**config.mk**
```make
export PLATFORM = sky130hd
export DESIGN_NAME = conv_result_port
export DESIGN_NICKNAME = d
export VERILOG_FILES = /design/src/design/conv_port_pkg.sv /design/src/design/conv_result_port.sv /design/src/design/result_fifo.sv
export SDC_FILE = /design/constraint.sdc
export NUM_CORES = 1
export LEC_CHECK = 0
export ABC_AREA = 1
export BUFFER_PORTS_ARGS = -buffer_cell sky130_fd_sc_hd__clkbuf_2
export CAP_MARGIN = 20
export CORE_ASPECT_RATIO = 0.6
export CORE_MARGIN = 3
export CORE_UTILIZATION = 62
export DETAILED_ROUTE_END_ITERATION = 16
export PLACE_DENSITY = 0.79
export SKIP_LAST_GASP = 1
export SLEW_MARGIN = 0
export SYNTH_ARGS = -nofsm -noshare
export SYNTH_HDL_FRONTEND = slang
export SYNTH_HIERARCHICAL = 1
export SYNTH_SLANG_ARGS = --single-unit
```
**constraint.sdc**
```tcl
create_clock -name clk_i -period 4.3 [get_ports clk_i]
set_input_delay 0.86 -clock clk_i [delete_from_list [all_inputs] [get_ports clk_i]]
set_output_delay 0.86 -clock clk_i [all_outputs]
set_load 0.005 [all_outputs]
```
**src/design/conv_port_pkg.sv**
```systemverilog
// Shared constants and types for the conversion result output port.
// Assumes one core clock; host pins arrive asynchronous to it.
package conv_port_pkg;

    // ************************************************************
    // Sizes and pin lanes
    // ************************************************************
    localparam int RESULT_BITS = 16;
    localparam int FIFO_DEPTH = 32;
    localparam int SERIAL_A_LANE = 7;
    localparam int SERIAL_B_LANE = 8;
    localparam int HIGH_FIRST_LANE = 14;
    localparam int BYTE_SEL_LANE = 15;
    localparam logic [4:0] SERIAL_LAST_FALL = 5'h0f;
    localparam logic [15:0] LANES_NONE = 16'h0000;
    localparam logic [15:0] LANES_ALL = 16'hffff;
    localparam logic [15:0] LANES_BYTE = 16'h00ff;
    localparam logic [15:0] LANES_SERIAL = 16'h0180;

    // ************************************************************
    // Types
    // ************************************************************
    typedef enum logic [1:0] {MODE_PAR, MODE_BYTE, MODE_SER} mode_t;

    typedef struct packed {
        logic channel_one;
        logic [RESULT_BITS-1:0] data;
    } result_word_t;

    localparam int WORD_BITS = $bits(result_word_t);

    typedef struct packed {
        logic cs_s1, cs_s2, cs_d;
        logic rd_s1, rd_s2, rd_d;
        logic sel_s1, sel_s2;
        logic hbf_s1, hbf_s2;
        logic bsel_s1, bsel_s2;
        logic ref_s1, ref_s2;
        mode_t mode;
        logic phase;
        logic load_b;
        logic [4:0] fall_count;
        logic [RESULT_BITS-1:0] shift_a;
        logic [RESULT_BITS-1:0] shift_b;
        logic [RESULT_BITS-1:0] bus;
        logic [RESULT_BITS-1:0] bus_oe;
        logic flag;
        logic flag_oe;
        logic ref_en;
    } port_state_t;

    // Select and strobe synchronisers start at their idle level, so no false select after reset
    localparam port_state_t PORT_STATE_RESET = '{
        cs_s1: 1'b1,
        cs_s2: 1'b1,
        cs_d: 1'b1,
        rd_s1: 1'b1,
        rd_s2: 1'b1,
        rd_d: 1'b1,
        mode: MODE_PAR,
        default: '0
    };

endpackage

```
**src/design/conv_result_port.sv**
```systemverilog
// Conversion result output port: parallel, byte and dual-line serial.
// Assumes host pins are asynchronous; results arrive on a valid/ready source.
// Notes on behaviour
// RULE_01 - Strap low: all sixteen lanes driven only while chip select and read strobe are low, else released.
// RULE_02 - Byte mode: each result goes out over the low eight lanes in two read strobes.
// RULE_03 - Byte mode: each byte has its top bit on lane 7 and its bottom bit on lane 0.
// RULE_04 - Strap high with byte select low selects serial mode.
// RULE_05 - Strap high with byte select high selects byte mode.
// RULE_06 - Serial mode: lane 7 is serial output A and lane 8 is serial output B.
// RULE_07 - Byte mode: high byte first when high_byte_first is 1, else low byte first.
// RULE_08 - Reference select high enables the internal reference, low disables it.
// RULE_09 - Serial mode: chip select fall releases both outputs with the top bit; each clock rise shifts.
// RULE_10 - Serial mode: flag rises at chip select fall and drops at the 16th clock fall after it.
// RULE_11 - Parallel: flag rises on the channel one read fall, drops on the next; released while deselected.
`timescale 1ns/100ps
`default_nettype none
module conv_result_port
    import conv_port_pkg::*;
(
    input wire logic clk_i,
    input wire logic arst_n_i,
    input wire logic cs_n_i,
    input wire logic read_strobe_i,
    input wire logic interface_select_i,
    input wire logic ref_select_i,
    input wire logic [RESULT_BITS-1:0] parallel_output_bus_i,
    output logic [RESULT_BITS-1:0] parallel_output_bus_o,
    output logic [RESULT_BITS-1:0] parallel_output_bus_oe_o,
    output logic first_channel_flag_o,
    output logic first_channel_flag_oe_o,
    output logic internal_ref_en_o,
    input wire logic result_valid_i,
    output logic result_ready_o,
    input wire result_word_t result_i
);
    port_state_t r, next_r;
    logic fifo_valid, pop;
    result_word_t word;
    logic cs_fall, rd_fall, rd_rise;

    function automatic mode_t mode_of(input logic sel, input logic bsel);
        if (!sel) begin
            return MODE_PAR;
        end else if (bsel) begin
            return MODE_BYTE;
        end
        return MODE_SER;
    endfunction

    // ************************************************************
    // Result buffer
    // ************************************************************
    result_fifo #(
        .WIDTH(WORD_BITS),
        .DEPTH(FIFO_DEPTH)
    ) u_fifo (
        .clk_i(clk_i),
        .arst_n_i(arst_n_i),
        .in_valid_i(result_valid_i),
        .in_ready_o(result_ready_o),
        .in_data_i(result_i),
        .out_valid_o(fifo_valid),
        .out_ready_i(pop),
        .out_data_o(word)
    );

    assign cs_fall = r.cs_d && !r.cs_s2;
    assign rd_fall = r.rd_d && !r.rd_s2;
    assign rd_rise = !r.rd_d && r.rd_s2;

    // ************************************************************
    // Next state
    // ************************************************************
    always_comb begin
        next_r = r;
        pop = 1'b0;
        next_r.cs_s1 = cs_n_i;
        next_r.cs_s2 = r.cs_s1;
        next_r.cs_d = r.cs_s2;
        next_r.rd_s1 = read_strobe_i;
        next_r.rd_s2 = r.rd_s1;
        next_r.rd_d = r.rd_s2;
        next_r.sel_s1 = interface_select_i;
        next_r.sel_s2 = r.sel_s1;
        next_r.hbf_s1 = parallel_output_bus_i[HIGH_FIRST_LANE];
        next_r.hbf_s2 = r.hbf_s1;
        next_r.bsel_s1 = parallel_output_bus_i[BYTE_SEL_LANE];
        next_r.bsel_s2 = r.bsel_s1;
        next_r.ref_s1 = ref_select_i;
        next_r.ref_s2 = r.ref_s1;
        next_r.ref_en = r.ref_s2; // [RULE_08]
        if (r.cs_s2) begin
            // Mode follows the straps only between frames
            next_r.mode = mode_of(r.sel_s2, r.bsel_s2); // [RULE_04] [RULE_05]
            next_r.phase = 1'b0;
            next_r.load_b = 1'b0;
            next_r.bus_oe = LANES_NONE; // [RULE_01]
            next_r.flag = 1'b0;
            next_r.flag_oe = 1'b0; // [RULE_11]
        end else begin
            next_r.flag_oe = 1'b1;
            case (r.mode)
                MODE_PAR: begin
                    next_r.bus_oe = r.rd_s2 ? LANES_NONE : LANES_ALL; // [RULE_01]
                    if (rd_fall) begin
                        pop = fifo_valid;
                        next_r.bus = fifo_valid ? word.data : '0;
                        next_r.flag = fifo_valid && word.channel_one; // [RULE_11]
                    end
                end
                MODE_BYTE: begin
                    next_r.bus_oe = r.rd_s2 ? LANES_NONE : LANES_BYTE; // [RULE_02]
                    if (rd_fall && !r.phase) begin
                        pop = fifo_valid;
                        next_r.shift_a = fifo_valid ? word.data : '0;
                        next_r.bus = '0;
                        next_r.bus[7:0] = !fifo_valid ? 8'h00 :
                            r.hbf_s2 ? word.data[15:8] : word.data[7:0]; // [RULE_07] [RULE_03]
                        next_r.flag = fifo_valid && word.channel_one;
                        next_r.phase = 1'b1;
                    end else if (rd_fall) begin
                        next_r.bus[7:0] = r.hbf_s2 ? r.shift_a[7:0] : r.shift_a[15:8]; // [RULE_07] [RULE_02]
                        next_r.flag = 1'b0;
                        next_r.phase = 1'b0;
                    end
                end
                MODE_SER: begin
                    next_r.bus_oe = LANES_SERIAL; // [RULE_06]
                    if (cs_fall) begin
                        pop = fifo_valid;
                        next_r.shift_a = fifo_valid ? word.data : '0;
                        next_r.bus[SERIAL_A_LANE] = fifo_valid && word.data[15]; // [RULE_09]
                        next_r.flag = fifo_valid && word.channel_one; // [RULE_10]
                        next_r.fall_count = '0;
                        next_r.load_b = 1'b1;
                    end else begin
                        if (r.load_b) begin
                            // Second result of the frame goes to output B
                            pop = fifo_valid;
                            next_r.load_b = 1'b0;
                            next_r.shift_b = fifo_valid ? word.data : '0;
                            next_r.bus[SERIAL_B_LANE] = fifo_valid && word.data[15]; // [RULE_06]
                        end
                        if (rd_rise) begin
                            next_r.shift_a = {r.shift_a[14:0], 1'b0}; // [RULE_09]
                            next_r.shift_b = {r.shift_b[14:0], 1'b0};
                            next_r.bus[SERIAL_A_LANE] = r.shift_a[14];
                            next_r.bus[SERIAL_B_LANE] = r.shift_b[14];
                        end
                        if (rd_fall) begin
                            next_r.fall_count = r.fall_count + 5'h01;
                            if (r.fall_count == SERIAL_LAST_FALL) begin
                                next_r.flag = 1'b0; // [RULE_10]
                            end
                        end
                    end
                end
                default: begin
                    next_r.mode = MODE_PAR;
                end
            endcase
        end
    end

    always_ff @(posedge clk_i or negedge arst_n_i) begin
        if (!arst_n_i) begin
            r <= PORT_STATE_RESET;
        end else begin
            r <= next_r;
        end
    end

    assign parallel_output_bus_o = r.bus;
    assign parallel_output_bus_oe_o = r.bus_oe;
    assign first_channel_flag_o = r.flag;
    assign first_channel_flag_oe_o = r.flag_oe;
    assign internal_ref_en_o = r.ref_en;
endmodule
`default_nettype wire

```
**src/design/result_fifo.sv**
```systemverilog
// Result FIFO with valid/ready on both sides.
// Assumes writer and reader on the same clock; read data falls through.
`timescale 1ns/100ps
`default_nettype none
module result_fifo
    import conv_port_pkg::*;
#(
    parameter int WIDTH = WORD_BITS,
    parameter int DEPTH = FIFO_DEPTH
) (
    input wire logic clk_i,
    input wire logic arst_n_i,
    input wire logic in_valid_i,
    output logic in_ready_o,
    input wire logic [WIDTH-1:0] in_data_i,
    output logic out_valid_o,
    input wire logic out_ready_i,
    output logic [WIDTH-1:0] out_data_o
);
    localparam int AW = $clog2(DEPTH);

    typedef struct packed {
        logic [AW-1:0] wptr;
        logic [AW-1:0] rptr;
        logic [AW:0] count;
        logic full;
        logic ready;
    } fifo_state_t;

    fifo_state_t r, next_r;
    logic [WIDTH-1:0] mem [DEPTH];
    logic push, pop;

    assign push = in_valid_i && r.ready;
    assign pop = out_ready_i && (r.count != '0);
    // Ready straight from a flop; low during reset
    assign in_ready_o = r.ready;
    assign out_valid_o = (r.count != '0);
    assign out_data_o = mem[r.rptr];

    always_comb begin
        next_r = r;
        if (push) begin
            next_r.wptr = r.wptr + 1'b1;
        end
        if (pop) begin
            next_r.rptr = r.rptr + 1'b1;
        end
        next_r.count = r.count + {{AW{1'b0}}, push} - {{AW{1'b0}}, pop};
        next_r.full = (next_r.count == (AW+1)'(DEPTH));
        next_r.ready = !next_r.full;
    end

    always_ff @(posedge clk_i or negedge arst_n_i) begin
        if (!arst_n_i) begin
            r <= '0;
        end else begin
            r <= next_r;
        end
    end

    always_ff @(posedge clk_i) begin
        if (push) begin
            mem[r.wptr] <= in_data_i;
        end
    end
endmodule
`default_nettype wire

```
* Yosys cells after proc, flatten, opt, wreduce, memory -nomap -nowiden *
Memories as Yosys holds them, arrays and structs flattened.
Cells that the tools add are included.

word-level totals
  bits in registers = 106
  RAM bits = 544
  input bits = 40
  word-level logic and storage cells = 139
  memories = 1

cells by class
  $add $sub $neg = 5
  eq/ne operators = 15
  mux-type cells = 50
  bitwise logic cells = 2
  reduce and logical (&&, ||, !) cells = 34

memory list
  name        depth  width  read ports  clocked after memory_dff  wr ports  line               source
  u_fifo.mem  32     17     1           0                         1         result_fifo.sv:31  logic [WIDTH-1:0] mem [DEPTH];

operators by type and width
  cell                   number
  $mux W16               5
  $mux W8                7
  $pmux W17 S3           1
  $mux W32               1
  $pmux W16 S2           1
  $pmux W7 S2            2
  $mux W22               1
  $mux W1                21
  $mux W18               1
  $reduce_and A4 Y1      4
  $add A5 B1 Y5 const B  3
  $ne A3 B3 Y1 const B   4
  $ne A4 B4 Y1 const B   3
  $reduce_bool A2 Y1     6
  $mux W2                5
  $reduce_and A5 Y1      2
  $logic_and A1 B1 Y1    8
  $add A6 B1 Y6          1
  $eq A6 B6 Y1 const B   1
  $mux W6                1
  $ne A2 B2 Y1 const B   3
  $pmux W2 S3            1
  $reduce_and A6 Y1      1
  $reduce_bool A3 Y1     2
  16 further kinds       21

* Longest topological paths before layout *
  depth in word-level cells = 10
  mapped depth = 22
  gate-level depth less buffers = 21

* Modules after synthesis *
The synthesis kept the hierarchy.

by module, submodules not included
  module            instances  cells an instance  area an instance (µm²)  sequential area each (µm²)
  result_fifo       1          2238               23901.7                 16761.1
  conv_result_port  1          555                4204.0                  1934.4

* Worst setup path after synthesis *
No wires, ideal clock.

  kind = register -> register
  from = reg r[75] (netlist name)
  to = reg u_fifo.r (netlist bit u_fifo/in_ready_o)
  arrival time = 2.848 ns
  setup slack = 1.334 ns
  stages on the path, launching flop included = 23
  buffers on the path = 1
  cell sequence = dfrtp_1 -> inv_1 -> ha_1 -> clkbuf_1 -> nor2_1 -> inv_1 -> nand3_1 -> a211oi_1 -> nand2_1 -> inv_1 -> ha_1 -> inv_1 -> ha_1 -> inv_1 -> fa_1 -> inv_1 -> nand2_1 -> a21oi_1 -> nor2_1 -> nand2_1 -> nand2_1 -> nor2_1 -> nand2_1

RTL lines
  element                   line                     source
  start: declaration        conv_result_port.sv:36   port_state_t r, next_r;
  start signal: assignment  conv_result_port.sv:169  r <= next_r;
  end signal: assignment    result_fifo.sv:58        r <= next_r;
  end: declaration          result_fifo.sv:30        fifo_state_t r, next_r;

==> qor.csv <==
metric,value,unit
multi-input logic area,7256,um^2
routability cong.,0.9301,
Worst-Margin Slew,1010,ps
Hold/Removal Path Class,in2reg,
area delta synth->final,8.588,%
"critical path fanouts, max",11,
Max-slew headroom,0.3269,
Die ar.,48010,um^2
clk sinks,638,
top_reg_cell synth,edfxtp_1,
net count reported at finish,2861,
Commonest cells post-synth,"995 x nand2_1, 544 x edfxtp_1, 370 x nand3_1",
Core Area,44070,um^2
final setup fails,0,
vias,20010,
TritonCTS buffer count,56,
Die Ht,170.9,um
"Design Area, Final",30520,um^2
# rows,59,
Post-Syn Area,28110,um^2
crit path to,u_fifo/in_ready_o,
"count leader, synth",nand2_1,
initial antenna violation count,0,
Die W,280.9,um
"Remaining Overflow, GRT",0,
dominant cell type by area after synthesis,edfxtp_1,
Routed WL,70.91,mm
Hold Fails Final Rpt,0,
Worst R2R End,u_fifo/in_ready_o,
initial drt markers,2969,
clock latency on the worst-skew pair,620,ps
first-pass GRT wire length,108.7,mm
Buffers on Ports,61,
vias in the first global route,19410,
# resized after CTS,0,
clock root cell,clkbuf_16,
status,finished clean,
vias per inst,5.834,
setup TNS,0,ps
ratio of final minimum period to clock period,0.8034,
remaining antenna violation count,0,
synthesized area per cell,10.06,um^2
Arrival @ worst endpoint,3940,ps
max-slew violation count,0,
WP data required,4790,ps
Residual DRC,0,
largest net degree at the start of global routing,159,
Reg2Reg Depth,22,
WL/cell,20.68,um
R2R setup slack,850,ps
layout cell share with drive strength beyond 1,0.08008,
ys async rst share,0.1473,
RSZ-0062 raised after global routing,no,
Clock Tree Buf Depth,3,
Final Skew,27.13,ps
total global-route track usage,0.2990,
static leakage,12.99,nW
CTS tree,built,
IO Count,76,
fmax,289.5,MHz
share of the yosys chip area belonging to registers,0.6652,
DR pass1 iterations,6,
placed cell area,28710,um^2
Post-synth EDFFs,544,
#FFs+latches synth,638,
Hold Buf Count CTS,0,
Worst setup EP type,flop,
Setup crit start kind,flop,
synthesized netlist cell count,2793,
clock slew at reported path FFs,70,ps
Synth Net Count,2853,
Crit Path Category,reg2reg,
max cap viols,0,
"Setup Fix Bufs, Post-CTS",0,
H-tree depth,2,
synth warn,6,
Peak supply drop,0.4967,mV
Initial Util,0.6377,
worst r2r src,r[75],
dpl hpwl,43.54,mm
Worst Setup SP,r[75],
top-area cell type share of the netlist area,0.5812,
Synth area leaders,"edfxtp_1 58%, nand2_1 13%, dfrtp_1 7.8%",
fill count,3047,
P per Cell Area,626.5,nW/um^2
post-synthesis cell type count,37,
Final min period,3455,ps
flip-flop and latch area,18700,um^2
## worst max-delay path, cell delays in order, from the launching register on
cell	delay, ps
dfrtp_1	400
inv_1	120
ha_1	200
nor2_1	50
buf_4	170
inv_1	80
nand3_1	70
a211oi_1	250
nand2_1	200
inv_1	150
ha_1	240
inv_1	70
ha_1	190
inv_1	70
fa_1	420
inv_1	80
nand2_1	50
a21oi_1	170
nor2_1	60
nand2_1	60
nand2_1	80
nor2_1	110
nand2_1	60
## cells in the final DEF (no fill, tap or decap), types with 2 or more instances in the layout
cell type	n
edfxtp_1	544
o21ai_1	9
nand2_1	995
ha_1	19
nand2_4	3
clkinvlp_4	5
bufinv_16	4
clkbuf_1	9
nand4_1	6
nor2_4	2
clkinv_4	3
dfrtp_4	2
a31oi_1	13
inv_4	3
clkbuf_8	2
nor2_1	113
o22ai_1	2
dfrtp_1	86
nor3_1	2
inv_2	6
clkbuf_2	60
o21ai_0	33
buf_4	51
xor2_1	7
clkinv_1	16
inv_6	2
buf_12	5
o211ai_1	19
clkinv_2	8
inv_1	314
nor2_2	4
nand3_1	370
clkbuf_16	58
dfstp_2	6
a21oi_1	56
diode_2	3
## layer usage
layer / vias to the layer above / routed length [um] / part of all wire / global-route usage
li1: 9120 / - / - / -
met1: 9600 / 29080 / 0.41 / 0.4460
met2: 1167 / 30800 / 0.43 / 0.4350
met3: 119 / 9650 / 0.14 / 0.08592
met4: 0 / 1379 / 0.019 / 0.08097
met5: - / 0 / 0 / 0
## worst min path at each step
stage | from | depth (start not counted) | slack, ps | to
finish | read_strobe_i | 1 | 340 | next_r[85]
CTS | read_strobe_i | 1 | 320 | next_r[85]
global route | read_strobe_i | 1 | 320 | next_r[85]
detailed placement | next_r[78] | 0 | 340 | r[78]
global placement | next_r[76] | 0 | 330 | next_r[0]
floorplan | next_r[0] | 0 | 330 | internal_ref_en_o
## logic make-up after synthesis
family / Yosys count / share of synthesized area
xor gates and xnor gates: 8 / 0.002493
DFF: 638 / 0.6652
adders and majority gates: 20 / 0.009171
buffers and inverters: 493 / 0.07666
and+or+nand+nor: 1499 / 0.2197
muxes: 1 / 0.0003562
AOI/OAI and AO/OA: 134 / 0.02640
## final cells by class
cell class	instances	area share
well taps	579	0.02374
repair buffers	116	0.02566
inverters	327	0.04063
multi-input cells	1662	0.2377
clock inverters	35	0.009593
clock buffers	69	0.04957
flip-flops and latches	638	0.6128
diodes	3	0.0002460
## registers in the layout, summed over array words and instances (netlist names)
name and flops:
u_fifo/mem 544, u_fifo/in_ready_o 1, first_channel_flag_o 1, r 45, parallel_output_bus_oe_o 4, u_fifo/r 16
parallel_output_bus_o 16, first_channel_flag_oe_o 1, internal_ref_en_o 1, next_r 9
## power breakdown
part           switching (mW)  internal (mW)
clock                    2.25           2.74
sequential              0.328           7.36
combinational            4.69           1.74
total                    7.27           11.9
## stage by stage
stage	hold WS (ps)	power, mW	utilization	std cells	worst slack (ps)
6_report	338.3	19.12	0.6925	3429	845.2
4_1_cts	318.0	18.97	0.6923	3426	898.5
3_3_place_gp	331.7	13.79	0.6514	3322	1023
2_1_floorplan	331.2	12.03	-	2793	1334
3_5_place_dp	341.2	14.01	0.6514	3322	931.4
5_1_grt	322.1	20.09	0.6923	3426	490.0
Power figures use the tool's default switching activity.
